==> src/rtl/osc_pkg.sv <==
/*
 * Shared constants, types and register map of the sequence controller.
 * Assumes a single 200 MHz clock and 32-bit classic Wishbone access.
 */
// Behaviour
// - Three modes are kept: idle for normal output, run, and hold.
// - In hold the step and its timing stay frozen.
// - Start in idle enters run at step 1.
// - Start after a pause resumes where execution stopped; a pause in the end cycle of a counted jump step still advances its jump counter.
// - Start after an end-action hold resumes at that step's jump destination.
// - Pause moves run into hold.
// - Stop enters idle at once and selects the normal output step.
// - Stop copies the live output values into the normal step parameters.
// - Copied voltage or frequency out of range becomes the range lower limit.
// - Branch goes to the current step's branch destination.
// - Loops use per-step jump destination, count and counter.
// - A loop closed by jump count N runs N plus one times; jump count zero repeats it without end.
// - Step sync code drives the control output; zero in normal output.
// - With end phase enabled, step lasts its time plus wait for phase zero.
// - During the phase-zero wait the step's final settings stay applied.
// - Step end action continues, enters hold, or returns to idle.
// - Jump destination zero means next step; 1 to 255 names a step.
// - An end action other than continue takes priority over the jump.
package osc_pkg;

    // ----------------------------------------
    // Timing
    // ----------------------------------------
    localparam int CLK_PERIOD_NS = 5;
    localparam int TICK_NS = 100000; // Step time resolution, 0.1 ms
    localparam int TICK_CYCLES = (TICK_NS + CLK_PERIOD_NS - 1) / CLK_PERIOD_NS;

    // ----------------------------------------
    // Register map
    // ----------------------------------------
    localparam logic [7:0] REG_CTRL = 8'h00;
    localparam logic [7:0] REG_STATUS = 8'h04;
    localparam logic [7:0] REG_NORM_DC = 8'h08;
    localparam logic [7:0] REG_NORM_AC = 8'h0C;
    localparam logic [7:0] REG_NORM_FREQ = 8'h10;

    // Command bits of the control register
    localparam int CMD_START = 0;
    localparam int CMD_PAUSE = 1;
    localparam int CMD_STOP = 2;
    localparam int CMD_BRANCH = 3;

    // Status field positions
    localparam int ST_MODE_LSB = 0;
    localparam int ST_STEP_LSB = 8;
    localparam int ST_PHWAIT = 16;
    localparam int ST_ENDHOLD = 17;

    // Normal step reset values (0.1 V, 0.1 Hz units)
    localparam logic [15:0] NORM_DC_RST = 16'h0000;
    localparam logic [15:0] NORM_AC_RST = 16'h0000;
    localparam logic [15:0] NORM_FREQ_RST = 16'h01F4;

    // Setting ranges; DC is signed
    localparam logic [15:0] DC_MIN = 16'hF060;
    localparam logic [15:0] DC_MAX = 16'h0FA0;
    localparam logic [15:0] AC_MIN = 16'h0000;
    localparam logic [15:0] AC_MAX = 16'h1F40;
    localparam logic [15:0] FREQ_MIN = 16'h000A;
    localparam logic [15:0] FREQ_MAX = 16'h157C;

    localparam logic [7:0] FIRST_STEP = 8'h01;
    localparam logic [7:0] LAST_STEP = 8'hFF;

    // ----------------------------------------
    // Types
    // ----------------------------------------
    typedef enum logic [2:0] {
        MODE_IDLE = 3'b001,
        MODE_RUN = 3'b010,
        MODE_HOLD = 3'b100
    } osc_mode_e;

    typedef enum logic [1:0] {
        END_CONT = 2'b00,
        END_HOLD = 2'b01,
        END_STOP = 2'b10
    } osc_endact_e;

    typedef struct packed {
        logic [23:0] timeTicks;
        logic endPhase;
        osc_endact_e endAct;
        logic [7:0] jumpStep;
        logic [9:0] jumpTimes;
        logic [7:0] branchStep;
        logic [1:0] syncCode;
    } osc_step_s;

    typedef struct packed {
        logic [15:0] dc;
        logic [15:0] ac;
        logic [15:0] freq;
    } osc_out_s;

endpackage

==> src/rtl/osc_step_timer.sv <==
/*
 * Step duration timer counting 0.1 ms ticks.
 * Assumes load is a one-cycle pulse and run gates counting.
 */
`timescale 1ns/100ps
module osc_step_timer #(
    parameter int TICK_CYC = 20000
) (
    input wire logic clock,
    input wire logic rstn,
    input wire logic load,
    input wire logic run,
    input wire logic [23:0] length,
    output logic expired
);
    logic [15:0] pre_q;
    logic [23:0] ticks_q;
    logic tick;

    // ----------------------------------------
    // Tick generation and count
    // ----------------------------------------
    assign tick = run && (pre_q == 16'(TICK_CYC - 1));
    assign expired = (ticks_q >= length);

    // Prescaler, restarted with every new step
    always_ff @(posedge clock or negedge rstn) begin
        if (!rstn) begin
            pre_q <= 16'h0000;
        end else if (load || tick) begin
            pre_q <= 16'h0000;
        end else if (run) begin
            pre_q <= pre_q + 16'h0001;
        end
    end

    // Elapsed ticks, stops at the step length
    always_ff @(posedge clock or negedge rstn) begin
        if (!rstn) begin
            ticks_q <= 24'h000000;
        end else if (load) begin
            ticks_q <= 24'h000000;
        end else if (tick && !expired) begin
            ticks_q <= ticks_q + 24'h000001;
        end
    end
endmodule

==> src/rtl/osc_seq_ctrl.sv <==
/*
 * Sequence execution controller with a classic Wishbone register slave.
 * Assumes the step store answers stepIn for stepNum in the same cycle and
 * that liveOut and phaseZero come from synthesis logic on the same clock.
 */
// The address map and the Wishbone register port were left to the implementer.
`timescale 1ns/100ps
module osc_seq_ctrl #(
    parameter int TICK_CYC = osc_pkg::TICK_CYCLES
) (
    input wire logic clock,
    input wire logic rstn,
    input wire logic wbCyc,
    input wire logic wbStb,
    input wire logic wbWe,
    input wire logic [7:0] wbAdr,
    input wire logic [3:0] wbSel,
    input wire logic [31:0] wbDatI,
    output logic [31:0] wbDatO,
    output logic wbAck,
    input wire osc_pkg::osc_step_s stepIn,
    input wire osc_pkg::osc_out_s liveOut,
    input wire logic phaseZero,
    output logic [7:0] stepNum,
    output logic stepLoad,
    output logic outFreeze,
    output logic phaseWait,
    output logic normalActive,
    output osc_pkg::osc_out_s normOut,
    output logic [1:0] syncOut
);
    import osc_pkg::*;

    osc_mode_e mode_q, mode_d;
    logic [7:0] step_q, step_d, resume_q, resume_d;
    logic endHold_q, endHold_d, load_q, load_d, ack_q;
    logic [1:0] sync_q;
    logic [31:0] rdat_q;
    osc_out_s norm_q;
    logic [9:0] jumpCnt [256];
    logic [255:0] cntValid_q;

    // ----------------------------------------
    // Bus decode
    // ----------------------------------------
    wire wbReq = wbCyc && wbStb;
    wire wbWr = wbReq && wbWe && ack_q;
    wire ctrlWr = wbWr && (wbAdr == REG_CTRL) && wbSel[0];
    wire cmdStart = ctrlWr && wbDatI[CMD_START];
    wire cmdPause = ctrlWr && wbDatI[CMD_PAUSE];
    wire cmdStop = ctrlWr && wbDatI[CMD_STOP];
    wire cmdBranch = ctrlWr && wbDatI[CMD_BRANCH];
    wire anyCmd = cmdStart || cmdPause || cmdStop || cmdBranch;

    // ----------------------------------------
    // Step end and sequencing terms
    // ----------------------------------------
    wire inRun = (mode_q == MODE_RUN);
    wire inHold = (mode_q == MODE_HOLD);
    wire inIdle = (mode_q == MODE_IDLE);
    wire expired;
    wire waitPhase = inRun && expired && stepIn.endPhase && !phaseZero;
    wire stepEnd = inRun && expired && (!stepIn.endPhase || phaseZero);
    wire [9:0] cntNow = cntValid_q[step_q] ? jumpCnt[step_q] : 10'h000;
    wire hasJump = (stepIn.jumpStep != 8'h00);
    wire jumpTake = hasJump && ((stepIn.jumpTimes == 10'h000)
        || (cntNow < stepIn.jumpTimes));
    wire lastStep = (step_q == LAST_STEP);
    wire seqDone = !jumpTake && lastStep;
    wire [7:0] nextStep = jumpTake ? stepIn.jumpStep : step_q + 8'h01;
    wire [7:0] holdDest = hasJump ? stepIn.jumpStep : step_q + 8'h01;
    wire cntUpdate = stepEnd && (stepIn.endAct == END_CONT) && hasJump;
    wire doBranch = cmdBranch && inRun && (stepIn.branchStep != 8'h00);
    // Step-end return to idle yields to branch and pause; stop beats all
    wire endIdle = stepEnd && ((stepIn.endAct == END_STOP)
        || ((stepIn.endAct == END_CONT) && seqDone)) && !doBranch && !cmdPause;
    wire goIdle = cmdStop || endIdle
        || (cmdStart && inHold && endHold_q && lastStep && !hasJump);

    // ----------------------------------------
    // Out-of-range replacement
    // ----------------------------------------
    function automatic logic [15:0] clampLow(input logic [15:0] v,
                                             input logic [15:0] lo,
                                             input logic [15:0] hi,
                                             input logic sgn);
        logic bad;
        bad = sgn ? (($signed(v) < $signed(lo)) || ($signed(v) > $signed(hi)))
                  : ((v < lo) || (v > hi));
        return bad ? lo : v;
    endfunction

    // ----------------------------------------
    // Mode and step next-state
    // ----------------------------------------
    always_comb begin
        mode_d = mode_q;
        step_d = step_q;
        resume_d = resume_q;
        endHold_d = endHold_q;
        load_d = 1'b0;
        if (goIdle) begin
            mode_d = MODE_IDLE;
            endHold_d = 1'b0;
        end else if (doBranch) begin
            step_d = stepIn.branchStep;
            load_d = 1'b1;
        end else if (cmdPause && inRun) begin
            mode_d = MODE_HOLD;
            endHold_d = 1'b0;
        end else if (cmdStart && inIdle) begin
            mode_d = MODE_RUN;
            step_d = FIRST_STEP;
            load_d = 1'b1;
        end else if (cmdStart && inHold) begin
            mode_d = MODE_RUN;
            endHold_d = 1'b0;
            if (endHold_q) begin
                step_d = resume_q;
                load_d = 1'b1;
            end
        end else if (stepEnd) begin
            case (stepIn.endAct)
                END_HOLD: begin
                    mode_d = MODE_HOLD;
                    endHold_d = 1'b1;
                    resume_d = holdDest;
                end
                END_CONT: begin
                    step_d = nextStep;
                    load_d = 1'b1;
                end
                default: begin
                    mode_d = MODE_IDLE;
                end
            endcase
        end
    end

    // Mode, step and resume point registers
    always_ff @(posedge clock or negedge rstn) begin
        if (!rstn) begin
            mode_q <= MODE_IDLE;
            step_q <= FIRST_STEP;
            resume_q <= FIRST_STEP;
            endHold_q <= 1'b0;
            load_q <= 1'b0;
        end else begin
            mode_q <= mode_d;
            step_q <= step_d;
            resume_q <= resume_d;
            endHold_q <= endHold_d;
            load_q <= load_d;
        end
    end

    // ----------------------------------------
    // Per-step jump counters
    // ----------------------------------------
    // Valid bits stand in for a reset of the counter array
    always_ff @(posedge clock or negedge rstn) begin
        if (!rstn) begin
            cntValid_q <= '0;
        end else if (cmdStart && inIdle) begin
            cntValid_q <= '0;
        end else if (cntUpdate) begin
            cntValid_q[step_q] <= 1'b1;
        end
    end

    // Counter counts jumps, then rearms for an outer loop
    always_ff @(posedge clock) begin
        if (cntUpdate && stepIn.jumpTimes != 10'h000) begin
            jumpCnt[step_q] <= jumpTake ? cntNow + 10'h001 : 10'h000;
        end
    end

    // ----------------------------------------
    // Step timer, frozen outside run
    // ----------------------------------------
    osc_step_timer #(.TICK_CYC(TICK_CYC)) u_timer (
        .clock(clock),
        .rstn(rstn),
        .load(load_d),
        .run(inRun && !load_q),
        .length(stepIn.timeTicks),
        .expired(expired)
    );

    // ----------------------------------------
    // Normal step parameters and sync output
    // ----------------------------------------
    always_ff @(posedge clock or negedge rstn) begin
        if (!rstn) begin
            norm_q <= '{dc: NORM_DC_RST, ac: NORM_AC_RST, freq: NORM_FREQ_RST};
        end else if (goIdle && !inIdle) begin
            norm_q.dc <= clampLow(liveOut.dc, DC_MIN, DC_MAX, 1'b1);
            norm_q.ac <= clampLow(liveOut.ac, AC_MIN, AC_MAX, 1'b0);
            norm_q.freq <= clampLow(liveOut.freq, FREQ_MIN, FREQ_MAX, 1'b0);
        end else if (wbWr && wbAdr == REG_NORM_DC) begin
            if (wbSel[0]) norm_q.dc[7:0] <= wbDatI[7:0];
            if (wbSel[1]) norm_q.dc[15:8] <= wbDatI[15:8];
        end else if (wbWr && wbAdr == REG_NORM_AC) begin
            if (wbSel[0]) norm_q.ac[7:0] <= wbDatI[7:0];
            if (wbSel[1]) norm_q.ac[15:8] <= wbDatI[15:8];
        end else if (wbWr && wbAdr == REG_NORM_FREQ) begin
            if (wbSel[0]) norm_q.freq[7:0] <= wbDatI[7:0];
            if (wbSel[1]) norm_q.freq[15:8] <= wbDatI[15:8];
        end
    end

    // Sync code follows the executing step
    always_ff @(posedge clock or negedge rstn) begin
        if (!rstn) begin
            sync_q <= 2'b00;
        end else begin
            sync_q <= inIdle ? 2'b00 : stepIn.syncCode;
        end
    end

    // ----------------------------------------
    // Wishbone read path and acknowledge
    // ----------------------------------------
    wire [31:0] statusWord = {14'h0000, endHold_q, waitPhase, step_q, 5'h00, mode_q};
    wire [31:0] rdSel = (wbAdr == REG_STATUS) ? statusWord :
                        (wbAdr == REG_NORM_DC) ? {16'h0000, norm_q.dc} :
                        (wbAdr == REG_NORM_AC) ? {16'h0000, norm_q.ac} :
                        (wbAdr == REG_NORM_FREQ) ? {16'h0000, norm_q.freq} :
                        32'h00000000;

    // One wait state; unmapped reads return zero
    always_ff @(posedge clock or negedge rstn) begin
        if (!rstn) begin
            ack_q <= 1'b0;
            rdat_q <= 32'h00000000;
        end else begin
            ack_q <= wbReq && !ack_q;
            rdat_q <= rdSel;
        end
    end

    // ----------------------------------------
    // Outputs
    // ----------------------------------------
    assign wbAck = ack_q;
    assign wbDatO = rdat_q;
    assign stepNum = step_q;
    assign stepLoad = load_q;
    assign outFreeze = inHold;
    assign phaseWait = waitPhase;
    assign normalActive = inIdle;
    assign normOut = norm_q;
    assign syncOut = sync_q;

    // ----------------------------------------
    // Checks
    // ----------------------------------------
    a_start_from_idle: assert property (@(posedge clock) disable iff (!rstn)
        (inIdle && cmdStart && !cmdStop) |=> (inRun && step_q == FIRST_STEP && stepLoad))
        else $error("start in idle did not run step 1");

    a_pause_enters_hold: assert property (@(posedge clock) disable iff (!rstn)
        (inRun && cmdPause && !cmdStop && !doBranch) |=> inHold)
        else $error("pause did not enter hold");

    a_pause_ignored: assert property (@(posedge clock) disable iff (!rstn)
        (!inRun && cmdPause && !cmdStart && !cmdStop) |=> $stable(mode_q) && $stable(step_q))
        else $error("pause outside run changed state");

    a_hold_frozen: assert property (@(posedge clock) disable iff (!rstn)
        (inHold && !anyCmd) |=> $stable(step_q) && !stepLoad)
        else $error("step moved during hold");

    a_stop_to_idle: assert property (@(posedge clock) disable iff (!rstn)
        cmdStop |=> normalActive ##1 (syncOut == 2'b00))
        else $error("stop did not return to normal output");

    a_stop_freq_clamp: assert property (@(posedge clock) disable iff (!rstn)
        (cmdStop && !inIdle && (liveOut.freq > FREQ_MAX || liveOut.freq < FREQ_MIN))
        |=> (normOut.freq == FREQ_MIN))
        else $error("out of range frequency not replaced");

    a_resume_end_hold: assert property (@(posedge clock) disable iff (!rstn)
        (inHold && endHold_q && cmdStart && !cmdStop && !goIdle)
        |=> (step_q == $past(resume_q) && stepLoad))
        else $error("end-hold resume at wrong step");

    a_phase_wait_keep: assert property (@(posedge clock) disable iff (!rstn)
        (waitPhase && !anyCmd) |=> $stable(step_q) && inRun)
        else $error("step left during phase wait");

    a_branch_target: assert property (@(posedge clock) disable iff (!rstn)
        (doBranch && !cmdStop) |=> (step_q == $past(stepIn.branchStep)))
        else $error("branch went to wrong step");

    a_jump_loop: assert property (@(posedge clock) disable iff (!rstn)
        (cntUpdate && !anyCmd && stepIn.jumpTimes != 10'h000 && cntNow == stepIn.jumpTimes)
        |=> (step_q != $past(stepIn.jumpStep) || $past(step_q) + 8'h01 == step_q))
        else $error("loop ran past its jump count");
endmodule

==> config.mk <==
export PLATFORM = sky130hd
export DESIGN_NAME = osc_seq_ctrl
export DESIGN_NICKNAME = d
export VERILOG_FILES = /design/src/rtl/osc_pkg.sv /design/src/rtl/osc_step_timer.sv /design/src/rtl/osc_seq_ctrl.sv
export SDC_FILE = /design/constraint.sdc
export NUM_CORES = 2
export LEC_CHECK = 0
export BUFFER_PORTS_ARGS = -buffer_cell sky130_fd_sc_hd__buf_2
export CAP_MARGIN = 15
export CORE_ASPECT_RATIO = 1.75
export CORE_MARGIN = 2
export CORE_UTILIZATION = 56
export DETAILED_ROUTE_END_ITERATION = 8
export GPL_ROUTABILITY_DRIVEN = 0
export PLACE_DENSITY = 0.75
export SETUP_SLACK_MARGIN = 0.5
export SLEW_MARGIN = 25
export SYNTH_ARGS = -nofsm -noshare
export SYNTH_HDL_FRONTEND = slang
export SYNTH_SLANG_ARGS = --single-unit
==> constraint.sdc <==
create_clock -name clock -period 13.4 [get_ports clock]
set_input_delay 0.67 -clock clock [delete_from_list [all_inputs] [get_ports clock]]
set_output_delay 0.67 -clock clock [all_outputs]
set_load 0.02 [all_outputs]
==> impl_results.md <==
* Status: complete, no violations
* Largest fanout on the critical path at 93
* Largest net degree at the start of global routing at between 200 and 300
* Synth Cell Area at 118100 um2
* Peak supply drop at 0.0001286 V
* Largest family of logic cells by synthesized area: multiplexers
* Nets at 6471
* Net switching power at 0.003297 W
* Sequential area share after synthesis at 73.27%
* Clock sink total at about 2900
* Final Util at roughly 62%
* DRT iter0 DRCs at 8665
* Cts bufs inserted at 240
* CTS clk-pin slew, worst paths at 0.08 ns
* Cell Chain, Critical Path: buf_12 > buf_4 > mux4_2 > mux4_2 > mux2i_1 > o21ai_0 > o211ai_1 > a31oi_1 > ha_1 > and3_1 > a221o_1 > a21oi_1 > o21ai_0 > a2111o_1 > or2_2 > o22a_1 > buf_4 > nor2_4 > buf_4 > buf_4
* Pwr/cell area at around 130 nW/um2
* Sw Share at roughly 19%
* Fin crit share at roughly 74%
* Mapped Cells at 6040
* Hold EP: normOut[34]$_DFFE_PN0P_
* Post-Synth Simple-Gate Area at 3.624%
* Hpwl dp at about 180000 um
* Initial antenna violation count at 5
* Clock power share at 41.9%
* Tmin final at approximately 10 ns
* Worst hold path class: primary input to flip-flop
* XOR/XNOR Fraction of Synth Area at 0.3559%
* Synth-to-Final Area Change at 10.50%
* CP max-delay cell: dfstp_4
* Number of port buffers at ~220
* Yosys reg bits at 2946
* Crit end category: flip-flop
* IO Count at 248
* Top FF cell, synth: edfxtp_1
* Row count at 223
* Die Height at 611.6 um
* Crit-path max cell delay at 1.16 ns
* Post_cts resized at 0
* DRT Pass-1 Iters at 8
* Clk buf depth at 4
* RSZ-0062 raised after global routing: no
* Synth Area in Adders at 0.4237%
* Share of layout cells above drive strength 1 at about 28%
* LEAKAGE at 38.49 nW
* Number of global-route vias before repair at 63320
* Mux contribution to synthesized area at 16.92%
* Register-to-register path setup slack at 3.50 ns
* Final setup violation count at 0
* Wirelength, routed at 308600 um
* H-tree levels at 4
* Worst slew pin tran at between 1 and 1.5 ns
* Most frequent CP cell: buf_4
* Sequential Power Share at 57.6%
* Critical Path Start Type: flip-flop
* Global route overflow at 0
* Drc violations at 0
* Post-synthesis async set-or-reset flop share at 13.10%
* Setup tns final at 0 ns
* Global-route wire length before repair at 442900 um
* Total number of vias at 61640
* Max Fclk at 101.0 MHz
* Number of library cell types mapped by synthesis at 82
* Slew HR at 23.22%
* Post-synthesis compound-gate area fraction at under 10%
* WHS Path Cells at 3
* EDFF count, synth at 2560
* Buf/Inv on CP at 5
* Antenna viol nets, final at 0
* Max-cap violations at 0
* Total Routing Usage GR at 28.87%
* Worst Skew at 0.1037 ns
* Die width at 351.2 um
* Arrival time worst endpoint at about 10 ns
* Core area at 210400 um2
* Die area at 214800 um2
* Clock root buffer: clkbuf_16
* Max-slew violations at 0
* CTS tree: yes
* Final Hold Fails at 0
* Critical hold path startpoint: liveOut[34]
* Starting Density at a little under three fifths
* Fillers at 14030
* Dpl cell area at 122300 um2
* Syn Area/Cell at 19.56 um2
* Worst R2R End: jumpCnt[109][2]$_DFFE_PP_
* Routed len/inst at 33.21 um
* Clk_lat worst skew at 0.92 ns
* Post-route cell area at 130500 um2
* Synth warn at 0
* Pint at about 0.014 W
* Critical path class: flip-flop to flip-flop
* R2r startpoint: stepNum[0]$_DFFE_PN1P_
* R2R cell count at 20
* Combinational Power Share at 0.5%
* Setup Fix Bufs, Post-CTS at 0
* CP top delay family: buffers and inverters
* CP required at approximately 14 ns
* Vias per cell at ~6.6
-- worst max-delay path by stage --
stage | from | to | cells past startpoint
floorplan | stepNum[0]$_DFFE_PN1P_ | jumpCnt[0][6]$_DFFE_PP_ | 23
global placement | stepNum[0]$_DFFE_PN1P_ | jumpCnt[110][2]$_DFFE_PP_ | 19
detailed placement | stepNum[0]$_DFFE_PN1P_ | jumpCnt[109][2]$_DFFE_PP_ | 19
CTS | stepNum[0]$_DFFE_PN1P_ | jumpCnt[109][2]$_DFFE_PP_ | 19
global route | stepNum[0]$_DFFE_PN1P_ | jumpCnt[109][2]$_DFFE_PP_ | 20
finish | stepNum[0]$_DFFE_PN1P_ | jumpCnt[109][2]$_DFFE_PP_ | 20
-- layout make-up --
cell class | count | area (um2) | area share, %
multi-input combinational | 2652 | 29630 | 22.70
antenna | 5 | 12.51 | 0.009586
clock inverter | 159 | 1599 | 1.225
clock buffer | 280 | 6228 | 4.772
inverter | 57 | 221.5 | 0.1697
timing repair buffer | 381 | 2765 | 2.118
sequential | 2946 | 86560 | 66.31
tap | 2812 | 3518 | 2.695
-- routing by layer --
metal | vias to the layer above | track usage, % | share of wire (%)
met4 | 8 | 18.55 | 7.5
met3 | 950 | 5.435 | 9.0
li1 | 24870 | - | -
met2 | 3743 | 49.04 | 51
met5 | - | 0 | 0.019
met1 | 32070 | 33.70 | 32
-- power groups by stage --
stage / combinational, W / clock [W] / sequential [W]
after floorplan: 0.0000240 / 0 / 0.0100
after global placement: 0.0000809 / 0 / 0.0100
after detailed placement: 0.0000829 / 0 / 0.0100
after CTS: 0.0000844 / 0.00720 / 0.00983
after global routing: 0.0000966 / 0.00749 / 0.00983
final: 0.0000871 / 0.00716 / 0.00983
-- through the flow --
stage,hold slack (ns),instances,setup WS [ns],power (W)
detailed placement,0.4532,8833,3.662,0.01011
CTS,0.0006559,9277,3.511,0.01712
floorplan,0.3744,6053,0.5878,0.01006
finish,0.05372,9292,3.504,0.01708
global route,0.03546,9288,3.068,0.01741
global placement,0.4265,8829,3.795,0.01011
-- worst reg2reg max path, stage by stage, from the launching register on --
cell and delay, ns:
dfstp_4 1.16, buf_12 0.72, buf_4 0.53, mux4_2 0.58, mux4_2 0.49, mux2i_1 0.45
o21ai_0 0.41, o211ai_1 0.33, a31oi_1 0.28, ha_1 0.38, and3_1 0.19, a221o_1 0.35
a21oi_1 0.16, o21ai_0 0.13, a2111o_1 0.48, or2_2 0.29, o22a_1 0.17, buf_4 0.27
nor2_4 0.70, buf_4 0.61, buf_4 0.74
-- cell families (layout without fill, tap and decap cells) --
| logic type | count (synthesis) | count (layout) |
|---|---|---|
| xor gates and xnor gates | 48 | 48 |
| muxes | 931 | 931 |
| AOI/OAI and AO/OA | 646 | 646 |
| other | 1 | 19 |
| DFF | 2946 | 2946 |
| adders and majority gates | 40 | 40 |
| buffers and inverters | 455 | 877 |
| and+or+nand+nor | 973 | 973 |
-- registers in the layout, indices dropped and copies added, names as in the netlist, 3 cells and up --
signal and count:
normOut 48, jumpCnt 2560, u_timer.ticks_q 24, resume_q 8, stepNum 8, u_timer.pre_q 16, wbDatO 18, cntValid_q 256
mode_q 3
-- synth_stat cells (10+ instances only) --
| library cell | instances | area (um2) |
|---|---|---|
| edfxtp_1 | 2560 | 76870 |
| mux4_2 | 852 | 19190 |
| nor2_1 | 640 | 2402 |
| a21oi_1 | 429 | 2147 |
| dfrtp_1 | 377 | 9434 |
| clkbuf_1 | 159 | 596.8 |
| nand2_1 | 97 | 364.1 |
| a22oi_1 | 92 | 690.7 |
| buf_2 | 90 | 450.4 |
| mux2i_1 | 74 | 740.7 |
| buf_6 | 61 | 686.9 |
| buf_4 | 58 | 435.4 |
| inv_1 | 52 | 195.2 |
| nand3_1 | 41 | 205.2 |
| ha_1 | 40 | 500.5 |
| nor3_1 | 32 | 160.2 |
| xnor2_1 | 32 | 280.3 |
| and3_1 | 26 | 162.7 |
| buf_1 | 25 | 93.84 |
| and2_1 | 24 | 150.1 |
| o21ai_0 | 21 | 105.1 |
| nand4_1 | 19 | 118.9 |
| xor2_1 | 16 | 140.1 |
| nor2b_1 | 13 | 81.33 |
| nand2b_1 | 12 | 75.07 |
| a222oi_1 | 11 | 110.1 |
| nor4_1 | 11 | 68.82 |
| a21o_1 | 10 | 75.07 |
| nor3_2 | 10 | 100.1 |
| or4_1 | 10 | 75.07 |
-- cells in the final DEF, fill, tap and decap left out, types with 32 or more instances in the layout --
cell type / netlist / layout
nor2_1: 640 / 508
a21oi_1: 429 / 429
buf_2: 90 / 215
a22oi_1: 92 / 92
nand3_1: 41 / 41
mux2i_1: 74 / 74
clkinv_2: 0 / 57
xnor2_1: 32 / 32
clkbuf_16: 0 / 242
dfrtp_1: 377 / 373
edfxtp_1: 2560 / 2560
nand2_1: 97 / 81
inv_1: 52 / 52
nor2_2: 1 / 122
ha_1: 40 / 40
mux4_2: 852 / 852
clkbuf_1: 159 / 35
clkinv_1: 2 / 45
buf_4: 58 / 124
-- timing repair --
item                       4_1_cts  5_1_grt
hold buffers                     5        0
setup endpoints to repair        0        0
hold endpoints to repair       139        0
(Power assumes the default switching activity.)
